--- src/design/lpc_consts.svh ---
// Constants for the indicator and transceiver control register block
`ifndef LPC_CONSTS_SVH
`define LPC_CONSTS_SVH
// ----------------------------------------
// Register indices (byte address = 4 * index)
// ----------------------------------------
`define LPC_IDX_IND_CTRL 8'h18
`define LPC_IDX_PHY_CTRL 8'h19
`define LPC_IDX_STATUS 8'h1c
`define LPC_IDX_MASK 8'h1d
// ----------------------------------------
// Field positions
// ----------------------------------------
`define LPC_IND_BLINK_HI 10
`define LPC_IND_BLINK_LO 9
`define LPC_IND_POL 7
`define LPC_IND_DRIVE 4
`define LPC_IND_FORCE 1
`define LPC_PHY_AUTOX 15
`define LPC_PHY_FORCEX 14
`define LPC_PHY_PRX 13
`define LPC_PHY_PTX 12
`define LPC_PHY_LINK 11
`define LPC_PHY_BYPASS 7
`define LPC_PHY_LEDCFG 5
// ----------------------------------------
// Reset values and write masks
// ----------------------------------------
`define LPC_IND_RESET 16'h0400
`define LPC_IND_WMASK 16'h0692
`define LPC_PHY_RESET 16'h8000
`define LPC_PHY_WMASK 16'hc0a0
`define LPC_BLINK_RESET 2'h2
// ----------------------------------------
// Timing
// ----------------------------------------
`define LPC_CLK_HZ 200000000
`define LPC_BLINK_MS0 50
`define LPC_BLINK_MS1 100
`define LPC_BLINK_MS2 200
`define LPC_BLINK_MS3 500
`define LPC_STRETCH_MS 50
`endif

--- src/design/lpc_pkg.sv ---
// Types for the indicator and transceiver control register block
package lpc_pkg;
  typedef struct packed {
    logic [4:0] phy_addr;
    logic link_pol;
    logic autox;
    logic forcex;
  } lpc_strap_s;
  typedef struct packed {
    logic full_duplex;
    logic speed_100;
    logic aneg_done;
    logic link_up;
    logic [1:0] local_pause;
    logic [1:0] partner_pause;
  } lpc_neg_s;
  typedef enum logic [1:0] {
    LPC_IDLE,
    LPC_ACK
  } lpc_bus_e;
endpackage

--- src/design/lpc_regs.sv ---
// Indicator and transceiver control registers on classic Wishbone
`timescale 1ns/1ps
`include "lpc_consts.svh"
module lpc_regs #(
  parameter int unsigned CLK_HZ = `LPC_CLK_HZ,
  parameter int unsigned STRETCH_MS = `LPC_STRETCH_MS
) (
  input wire logic sys_clk_i,
  input wire logic rst_n_i,
  input wire logic wb_cyc_i,
  input wire logic wb_stb_i,
  input wire logic wb_we_i,
  input wire logic [9:0] wb_adr_i,
  input wire logic [3:0] wb_sel_i,
  input wire logic [31:0] wb_dat_i,
  output logic [31:0] wb_dat_o,
  output logic wb_ack_o,
  output logic wb_err_o,
  input wire logic extended_mode_i,
  input wire lpc_pkg::lpc_strap_s strap_i,
  input wire lpc_pkg::lpc_neg_s neg_i,
  input wire logic link_event_i,
  output logic link_indicator_pin_o,
  output logic activity_indicator_o,
  output logic auto_crossover_o,
  output logic force_crossover_o,
  output logic pause_rx_o,
  output logic pause_tx_o,
  output logic [4:0] mgmt_addr_o,
  output logic irq_o
);
  // ----------------------------------------
  // Input synchronisers
  // ----------------------------------------
  logic [1:0] in_m_q, in_s_q;
  logic [7:0] st_m_q, st_s_q;
  logic [7:0] ng_m_q, ng_s_q;
  lpc_pkg::lpc_strap_s strap;
  lpc_pkg::lpc_neg_s neg;
  logic ext_mode, link_ev;

  always_ff @(posedge sys_clk_i) begin
    in_m_q <= {extended_mode_i, link_event_i};
    in_s_q <= in_m_q;
    st_m_q <= strap_i;
    st_s_q <= st_m_q;
    ng_m_q <= neg_i;
    ng_s_q <= ng_m_q;
  end

  assign ext_mode = in_s_q[1];
  assign link_ev = in_s_q[0];
  assign strap = lpc_pkg::lpc_strap_s'(st_s_q);
  assign neg = lpc_pkg::lpc_neg_s'(ng_s_q);

  // ----------------------------------------
  // Strap capture after reset release
  // ----------------------------------------
  logic [2:0] rel_q, rel_d;
  logic latch;

  always_comb begin
    rel_d = rel_q;
    if (rel_q != 3'h3) begin
      rel_d = rel_q + 3'h1;
    end
  end

  always_ff @(posedge sys_clk_i) begin
    if (!rst_n_i) begin
      rel_q <= 3'h0;
    end else begin
      rel_q <= rel_d;
    end
  end

  assign latch = (rel_q == 3'h2);

  // ----------------------------------------
  // Wishbone slave
  // ----------------------------------------
  function automatic logic [15:0] merge(input logic [15:0] old, input logic [15:0] wd,
                                        input logic [1:0] sel, input logic [15:0] wm);
    logic [15:0] lane;
    lane = {{8{sel[1]}}, {8{sel[0]}}} & wm;
    merge = (old & ~lane) | (wd & lane);
  endfunction

  function automatic logic [3:0] decode(input logic [7:0] i);
    decode = 4'h0;
    case (i)
      `LPC_IDX_IND_CTRL: decode = 4'h1;
      `LPC_IDX_PHY_CTRL: decode = 4'h2;
      `LPC_IDX_STATUS: decode = 4'h4;
      `LPC_IDX_MASK: decode = 4'h8;
      default: decode = 4'h0;
    endcase
  endfunction

  lpc_pkg::lpc_bus_e bus_q, bus_d;
  logic req, wr, rd;
  logic [7:0] idx;
  logic [3:0] dec;
  logic hit;
  logic [31:0] rdat_d, rdat_q;
  logic ack_d, err_d, ack_q, err_q;

  assign req = wb_cyc_i & wb_stb_i & (bus_q == lpc_pkg::LPC_IDLE);
  assign idx = wb_adr_i[9:2];
  assign dec = decode(idx);
  assign hit = |dec;
  // Writes commit at the edge that samples ack
  assign wr = ack_q & wb_cyc_i & wb_stb_i & wb_we_i;
  assign rd = req & ~wb_we_i & hit;

  always_comb begin
    bus_d = bus_q;
    ack_d = 1'b0;
    err_d = 1'b0;
    case (bus_q)
      lpc_pkg::LPC_IDLE: begin
        if (req) begin
          bus_d = lpc_pkg::LPC_ACK;
          ack_d = hit;
          err_d = ~hit;
        end
      end
      lpc_pkg::LPC_ACK: bus_d = lpc_pkg::LPC_IDLE;
      default: bus_d = lpc_pkg::LPC_IDLE;
    endcase
  end

  // ----------------------------------------
  // Control registers
  // ----------------------------------------
  logic [15:0] ind_q, ind_d, phy_q, phy_d;
  logic [4:0] addr_q, addr_d;

  always_comb begin
    ind_d = ind_q;
    phy_d = phy_q;
    addr_d = addr_q;
    if (latch) begin
      ind_d[`LPC_IND_POL] = ext_mode ? strap.link_pol : 1'b0;
      phy_d[`LPC_PHY_AUTOX] = ext_mode ? strap.autox : 1'b1;
      phy_d[`LPC_PHY_FORCEX] = (ext_mode & ~strap.autox) ? strap.forcex : 1'b0;
      addr_d = strap.phy_addr;
    end else if (wr && dec[0]) begin
      ind_d = merge(ind_q, wb_dat_i[15:0], wb_sel_i[1:0], `LPC_IND_WMASK);
    end else if (wr && dec[1]) begin
      phy_d = merge(phy_q, wb_dat_i[15:0], wb_sel_i[1:0], `LPC_PHY_WMASK);
    end
  end

  always_ff @(posedge sys_clk_i) begin
    if (!rst_n_i) begin
      ind_q <= `LPC_IND_RESET;
      phy_q <= `LPC_PHY_RESET;
      addr_q <= 5'h0;
    end else begin
      ind_q <= ind_d;
      phy_q <= phy_d;
      addr_q <= addr_d;
    end
  end

  // ----------------------------------------
  // Negotiation status
  // ----------------------------------------
  logic prx, ptx, link_fd;
  logic [2:0] pst_d, pst_q;

  always_comb begin
    prx = 1'b0;
    ptx = 1'b0;
    if (neg.aneg_done && neg.full_duplex) begin
      // Pause resolution from local and partner symmetric and asymmetric bits
      if (neg.local_pause[0] && neg.partner_pause[0]) begin
        prx = 1'b1;
        ptx = 1'b1;
      end else if (neg.local_pause == 2'h3 && neg.partner_pause == 2'h2) begin
        prx = 1'b1;
      end else if (neg.local_pause == 2'h2 && neg.partner_pause == 2'h3) begin
        ptx = 1'b1;
      end
    end
    link_fd = neg.link_up & neg.speed_100 & neg.full_duplex & neg.aneg_done;
    pst_d = {prx, ptx, link_fd};
  end

  always_ff @(posedge sys_clk_i) begin
    if (!rst_n_i) begin
      pst_q <= 3'h0;
    end else begin
      pst_q <= pst_d;
    end
  end

  // ----------------------------------------
  // Interrupt status and mask
  // ----------------------------------------
  logic [2:0] sts_q, sts_d, msk_q, msk_d, evt;

  assign evt = pst_d ^ pst_q;

  always_comb begin
    sts_d = sts_q;
    msk_d = msk_q;
    if (rd && dec[2]) begin
      sts_d = 3'h0;
    end
    // Clear on read keeps an event of the same edge
    sts_d = sts_d | evt;
    if (wr && dec[3] && wb_sel_i[0]) begin
      msk_d = wb_dat_i[2:0];
    end
  end

  always_ff @(posedge sys_clk_i) begin
    if (!rst_n_i) begin
      sts_q <= 3'h0;
      msk_q <= 3'h0;
    end else begin
      sts_q <= sts_d;
      msk_q <= msk_d;
    end
  end

  // ----------------------------------------
  // Read data
  // ----------------------------------------
  logic [15:0] phy_view;

  assign phy_view = {phy_q[15:14], pst_q, 3'h0, phy_q[7:5], addr_q};

  always_comb begin
    rdat_d = 32'h0;
    case (idx)
      `LPC_IDX_IND_CTRL: rdat_d = {16'h0, ind_q};
      `LPC_IDX_PHY_CTRL: rdat_d = {16'h0, phy_view};
      `LPC_IDX_STATUS: rdat_d = {29'h0, sts_q};
      `LPC_IDX_MASK: rdat_d = {29'h0, msk_q};
      default: rdat_d = 32'h0;
    endcase
  end

  always_ff @(posedge sys_clk_i) begin
    if (!rst_n_i) begin
      bus_q <= lpc_pkg::LPC_IDLE;
      ack_q <= 1'b0;
      err_q <= 1'b0;
      rdat_q <= 32'h0;
    end else begin
      bus_q <= bus_d;
      ack_q <= ack_d;
      err_q <= err_d;
      rdat_q <= rd ? rdat_d : rdat_q;
    end
  end

  // ----------------------------------------
  // Indicator outputs
  // ----------------------------------------
  logic blink, stretched, link_lvl, led_q, led_d;

  lpc_blinker #(
    .CLK_HZ(CLK_HZ),
    .STRETCH_MS(STRETCH_MS)
  ) u_blink (
    .sys_clk_i(sys_clk_i),
    .rst_n_i(rst_n_i),
    .rate_i(ind_q[`LPC_IND_BLINK_HI:`LPC_IND_BLINK_LO]),
    .bypass_i(phy_q[`LPC_PHY_BYPASS]),
    .event_i(link_ev),
    .blink_o(blink),
    .stretched_o(stretched)
  );

  always_comb begin
    link_lvl = pst_q[0] ^ ~ind_q[`LPC_IND_POL];
    led_d = ind_q[`LPC_IND_DRIVE] ? ind_q[`LPC_IND_FORCE] : link_lvl;
  end

  always_ff @(posedge sys_clk_i) begin
    if (!rst_n_i) begin
      led_q <= 1'b1;
    end else begin
      led_q <= led_d;
    end
  end

  assign link_indicator_pin_o = led_q;
  assign activity_indicator_o = stretched & blink;
  assign auto_crossover_o = phy_q[`LPC_PHY_AUTOX];
  assign force_crossover_o = phy_q[`LPC_PHY_FORCEX];
  assign pause_rx_o = pst_q[2];
  assign pause_tx_o = pst_q[1];
  assign mgmt_addr_o = addr_q;
  assign irq_o = |(sts_q & msk_q);
  assign wb_ack_o = ack_q;
  assign wb_err_o = err_q;
  assign wb_dat_o = rdat_q;
endmodule

--- src/design/lpc_blinker.sv ---
// Indicator blink timer and pulse stretcher
`timescale 1ns/1ps
`include "lpc_consts.svh"
module lpc_blinker #(
  parameter int unsigned CLK_HZ = `LPC_CLK_HZ,
  parameter int unsigned STRETCH_MS = `LPC_STRETCH_MS
) (
  input wire logic sys_clk_i,
  input wire logic rst_n_i,
  input wire logic [1:0] rate_i,
  input wire logic bypass_i,
  input wire logic event_i,
  output logic blink_o,
  output logic stretched_o
);
  localparam longint unsigned CPM = longint'(CLK_HZ) / 64'd1000;
  localparam logic [31:0] P0 = 32'(CPM * `LPC_BLINK_MS0);
  localparam logic [31:0] P1 = 32'(CPM * `LPC_BLINK_MS1);
  localparam logic [31:0] P2 = 32'(CPM * `LPC_BLINK_MS2);
  localparam logic [31:0] P3 = 32'(CPM * `LPC_BLINK_MS3);
  localparam logic [31:0] PS = 32'(CPM * STRETCH_MS);

  function automatic logic [31:0] period(input logic [1:0] r);
    case (r)
      2'h0: period = P0;
      2'h1: period = P1;
      2'h2: period = P2;
      default: period = P3;
    endcase
  endfunction

  logic [31:0] cnt_q, cnt_d, st_q, st_d;
  logic blink_q, blink_d;

  always_comb begin
    cnt_d = cnt_q + 32'h1;
    blink_d = blink_q;
    if (cnt_q + 32'h1 >= period(rate_i)) begin
      cnt_d = 32'h0;
      blink_d = ~blink_q;
    end
    st_d = (st_q != 32'h0) ? st_q - 32'h1 : 32'h0;
    if (event_i) begin
      st_d = PS;
    end
  end

  always_ff @(posedge sys_clk_i) begin
    if (!rst_n_i) begin
      cnt_q <= 32'h0;
      blink_q <= 1'b0;
      st_q <= 32'h0;
    end else begin
      cnt_q <= cnt_d;
      blink_q <= blink_d;
      st_q <= st_d;
    end
  end

  assign blink_o = blink_q;
  assign stretched_o = bypass_i ? event_i : (event_i | (st_q != 32'h0));
endmodule

--- config.mk ---
export PLATFORM = sky130hd
export DESIGN_NAME = lpc_regs
export DESIGN_NICKNAME = d
export VERILOG_FILES = /design/src/design/lpc_pkg.sv /design/src/design/lpc_regs.sv /design/src/design/lpc_blinker.sv
export VERILOG_INCLUDE_DIRS = /design/src /design/src/design
export SDC_FILE = /design/constraint.sdc
export NUM_CORES = 1
export LEC_CHECK = 0
export BUFFER_PORTS_ARGS = -buffer_cell sky130_fd_sc_hd__clkbuf_2
export CAP_MARGIN = 0
export CORE_MARGIN = 1
export CORE_UTILIZATION = 30
export CTS_CLUSTER_DIAMETER = 100
export DETAILED_ROUTE_END_ITERATION = 10
export PLACE_DENSITY = 0.5
export SETUP_SLACK_MARGIN = 0.02
export SLEW_MARGIN = 15
export SYNTH_ARGS = -nofsm -noshare
export SYNTH_HDL_FRONTEND = slang
export SYNTH_HIERARCHICAL = 1
export SYNTH_SLANG_ARGS = --single-unit
--- constraint.sdc ---
create_clock -name sys_clk_i -period 3.5 [get_ports sys_clk_i]
set_input_delay 0.175 -clock sys_clk_i [delete_from_list [all_inputs] [get_ports sys_clk_i]]
set_output_delay 0.175 -clock sys_clk_i [all_outputs]
set_load 0.02 [all_outputs]
Yosys cells after proc, flatten, opt, wreduce, memory -nomap -nowiden
Cells that the tools add are included.

storage, ports and cells
  register bits after elaboration = 186
  bits of input ports = 69
  output and inout bits = 46
  logic and storage cells = 121

cells by class
  add/sub/neg operators = 3
  magnitude comparators = 1
  eq/ne operators = 13
  mux-type cells = 23
  bitwise logic cells = 34
  reductions and logical operators = 23

operator list
  kind                   number
  $pmux 27 s3            1
  $pmux 16 s4            1
  $and 16x16->16         3
  $mux 24                2
  $add 32x1->32 const B  1
  $eq 8x5->1 const B     4
  $ge 32x27->1           1
  $mux 16                2
  $or 16x16->16          2
  $reduce_bool 32->1     1
  $sub 32x1->32 const B  1
  $and 16x11->16         1
  $not 11->16            1
  $not 16->16            1
  $pmux 4 s4             1
  $mux 1                 13
  $and 1x1->1            12
  $eq 2x2->1 const B     5
  $logic_and 1x1->1      9
  $not 1->1              9
  $mux 8                 1
  $reduce_and 2->1       3
  $reduce_and 3->1       2
  $reduce_or 3->1        2
  other kinds (16)       18

Depth between registers and ports, before layout
  word-level depth = 8
  depth in mapped cells = 14
  depth with buffers taken out = 13

Modules after synthesis
Netlist, hierarchy kept.

by module, submodules not included
  module       instances  cells an instance  area each (µm²)  sequential area each (µm²)
  lpc_blinker  1          379                3,497.1          1,301.2
  lpc_regs     1          284                2,832.7          1,601.5

Worst setup path after synthesis
OpenSTA, ideal clock, no wires.

  path kind = reg-to-reg
  start = register u_blink.cnt_q[3]
  end = register u_blink.cnt_q[15]
  library setup time = 0.062 ns
  arrival = 2.950 ns
  setup slack = 0.488 ns
  cell stages (with the launch flop) = 14
  path buffers = 1
  period minus slack after synthesis = 3.012 ns
  path through = dfxtp_1 nand4_1 nor3_1 nand3_1 xnor2_1 ha_1 a211oi_1 nor2_1 nor3_1 a311oi_1 o2111ai_1 nand4_2 buf_6 nor2b_2

between the ends
  cells in the longest elaborated chain, start to end = 3

ends and longest elaborated chain
  element                    RTL line                              text
  start, declared            lpc_blinker.sv:32                     logic [31:0] cnt_q, cnt_d, st_q, st_d;
  start signal, assigned     lpc_blinker.sv:54                     cnt_q <= cnt_d;
  $add 32x1->32 *            lpc_blinker.sv:36, lpc_blinker.sv:38
  $ge 32x27->1               lpc_blinker.sv:38                     if (cnt_q + 32'h1 >= period(rate_i)) begin
  $reduce_or 2->1 (no line)  -

Every way passes the cells marked *; elsewhere a longest branch is shown, timed or not.
A chain may end at the register's enable or synchronous reset.

Worst setup path in the final report
  start = register u_blink.cnt_q[3]
  end = register u_blink.cnt_q[10]

Same word-level chain as after synthesis.

==> results.toml <==
[outcome]
status = "completed"

[power]
total_power_w = 0.00393
powerDensity_mw_per_mm2 = 493
vdd_drop_max_uv = 309
leakagePower_nw = 3.28

[worst_setup_path]
worstSetupStartpointType = "flip-flop"
cp_max_fo = 10
required_ns = 3.82
crit_buf_inv = 2
path_common_cell = "nand4_1"
crit_arrival_ns = 3.59
slowest_delay_ns = 0.42
worstSetupEndpointType = "flip-flop"
critPathSlowestCell = "dfxtp_1"
crit_chain = "nand4_1 > nor3_1 > buf_4 > nand3_1 > xnor2_1 > ha_1 > nand4_1 > nor3_2 > o2111ai_1 > a311oi_2 > o2111ai_2 > nand4_2 > buf_12 > and2b_2"
crit_type = "reg2reg"
crit_family = "simple AND/OR/NAND/NOR gates"

[floorplan]
die_w_um = 147
rows = 52
start_util_pct = 31.0
core_area_mm2 = 0.0204
io_pins = 115
dieArea_mm2 = 0.0217
die_h_um = 147

[synth]
synth_compound_area_share_pct = 8.32
synthAdderAreaFrac_pct = 5.93
synth_cell_types = 67
synth_top_family_by_area = "simple AND/OR/NAND/NOR gates"
synthMuxAreaShare_pct = 1.94
async_flop_share_pct = 0
synthCells = 663
synth_ff_type = "dfxtp_1"
synth-xor-area-share_pct = 8.03
ys_ff_latch = 145
synth_edf_count = 0
synth-simple-area-share_pct = 25.1
netlist_area_mm2 = 0.00633
synth_warnings = 6
seq_area_frac_synth_pct = 45.9
syn_avg_cell_area_um2 = 9.55

[sta]
final-max-slew-violation-count = 0
period_share_pct = 93.4
period_minus_slack_ns = 3.27
final.setup.tns_ns = 0
clock_skew_ns = 0.0111
timing.slew.headroom_pct = 41.1
tightest_slew_ns = 0.883
fmax_mhz = 306
final_hold_viol_count = 0
setup_violations = 0

[grt]
grt_pass1_vias = 4660
gr-usage-all-layers_pct = 14.0
globalRouteMet3Util_pct = 3.39
grt_pass1_wl_um = 23800
met1_usage_pct = 18.6
met2_usage_pct = 21.3
busiest_layer = "met2"
grt_max_degree = 26
antenna_found_initial = 0
overflow = 0

[clocking]
numClockSinks = 145
cts_root_buf = "clkbuf_16"
cts_max_level = 4
clk_latency_ns = 0.43
cts_buffers = 17
path_clk_slew_ns = 0.07
cts_tree = "yes"
clk_path_buf_depth = 2

[routing]
ant_nets = 0
drtIter0Drc = 202
routed_via_density = 4.50
wl_um = 14000
wl_per_cell_um = 13.2
vias = 4799
drc_errors = 0
drt_pass1_iterations = 4

[place]
io_buffers = 70
hpwl_um = 10200
place_congestion = 0.756

[layout]
antenna_cells = 0
final_layout_size_suffix_gt1_share_pct = 23.2
finalNetCount = 882
syn2layout_area_growth_pct = 26.1

[min_path]
worstHoldPathType = "in2reg"

[flow_run]
cap_violations = 0
-- worst register-to-register path: cells and delay by family, from the launching register on --
kind / cells / cell delay [ns]
adders and majority gates: 1 / 0.30
buffers and inverters: 2 / 0.32
and+or+nand+nor: 7 / 1.32
DFF: 1 / 0.42
xor gates and xnor gates: 1 / 0.16
AOI/OAI and AO/OA: 3 / 0.64
-- metrics by stage --
stage / cells / hold slack, ns / cell area, um2 / setup WS (ns) / utilization (%)
2_1_floorplan: 684 / 0.203 / 6410 / 0.488 / -
3_3_place_gp: 1008 / 0.278 / 7050 / 0.0788 / 34.5
3_5_place_dp: 1008 / 0.279 / 7050 / 0.0452 / 34.5
4_1_cts: 1065 / 0.0431 / 7920 / 0.0374 / 38.8
5_1_grt: 1066 / 0.0520 / 7980 / -0.0348 / 39.1
6_report: 1066 / 0.0600 / 7980 / 0.230 / 39.1
-- cell families after synthesis --
| group | after synthesis |
|---|---|
| AND/OR/NAND/NOR | 279 |
| other | 2 |
| multiplexers | 12 |
| flip-flops | 145 |
| adder cells (fa/ha/maj) | 30 |
| XOR/XNOR | 58 |
| buffers and inverters | 55 |
| AO/OA/AOI/OAI | 82 |
-- sequential cells by signal (all words and copies together), names as in the netlist, 2 cells and up, named ones only --
signal	flops
pst_q	3
st_m_q	8
in_m_q	2
ng_m_q	8
u_blink/st_q	32
rel_q	3
phy_q	2
mgmt_addr_o	5
neg	8
u_blink/cnt_q	32
wb_dat_o	14
in_s_q	2
sts_q	3
st_s_q	8
msk_q	3
-- Yosys cell counts, types with 10 or more instances --
master | number | area share, %
dfxtp_1 | 145 | 46
nor2_1 | 61 | 3.6
nand2_1 | 52 | 3.1
xnor2_1 | 37 | 5.1
nand3_1 | 35 | 2.8
a21oi_1 | 33 | 2.6
ha_1 | 30 | 5.9
xor2_1 | 21 | 2.9
buf_4 | 20 | 2.4
inv_1 | 20 | 1.2
nand4_1 | 19 | 1.9
nor3_1 | 19 | 1.5
o21ai_0 | 18 | 1.4
clkbuf_1 | 10 | 0.59
mux2i_1 | 10 | 1.6
nor2b_2 | 10 | 1.4
-- metal layers --
layer	up-vias	routed length, um	part of all wire (%)
li1	2507	-	-
met1	2175	7180	51
met2	97	6090	43
met3	20	519	3.7
met4	0	258	1.8
met5	-	0	0
-- cell usage in the layout (no fill, tap or decap), drive strengths merged, types with 4 or more instances in the layout --
cell type	synthesis	routed
dfxtp	145	145
clkbuf	10	87
nor2	68	68
nand2	54	54
xnor2	37	37
nand3	37	37
a21oi	34	34
ha	30	30
inv	20	27
dlygate4sd3	0	25
conb	2	23
xor2	21	21
nand4	20	20
buf	25	20
nor3	19	19
o21ai	18	18
nor2b	17	17
nor4	12	12
mux2i	10	10
and3	9	9
clkinv	0	8
and2b	7	7
or3	6	6
and2	5	5
nand2b	5	5
and4	5	5
nand3b	4	4
o31ai	4	4
a21o	4	4
a221oi	4	4
-- final timing paths --
check / from / cells after the start / end / slack [ns]
worst max-delay path: u_blink/cnt_q[3] / 14 / u_blink/cnt_q[10] / 0.23
worst min-delay path: wb_dat_i[10] / 3 / flip-flop / 0.06
worst max register to register: u_blink/cnt_q[3] / 14 / u_blink/cnt_q[10] / 0.23
worst min register to register: in_m_q[1] / 0 / in_s_q[1] / 0.33
-- layout make-up --
| type | count | area [um2] |
|---|---|---|
| Multi-Input combinational cell | 484 | 3260 |
| Timing Repair Buffer | 115 | 788 |
| Sequential cell | 145 | 2910 |
| Clock buffer | 17 | 425 |
| Inverter | 20 | 75.1 |
| Clock inverter | 15 | 186 |
| Fill cell | 2094 | 12400 |
| Tap cell | 270 | 338 |
-- report_power, final --
group / internal, W / switching (W)
combinational: 0.000144 / 0.000188
sequential: 0.00172 / 0.0000550
clock: 0.000969 / 0.000855
-- timing repair --
| action | CTS | global route |
|---|---|---|
| cloned | 0 | 0 |
| endpoints found under the hold margin | 25 | 0 |
| pin swaps | 0 | 3 |
| hold buffers | 25 | 0 |
| gates resized for setup | 1 | 12 |
| buffers inserted | 0 | 1 |
| endpoints found under the setup margin | 18 | 28 |
(Power assumes the default switching activity.)
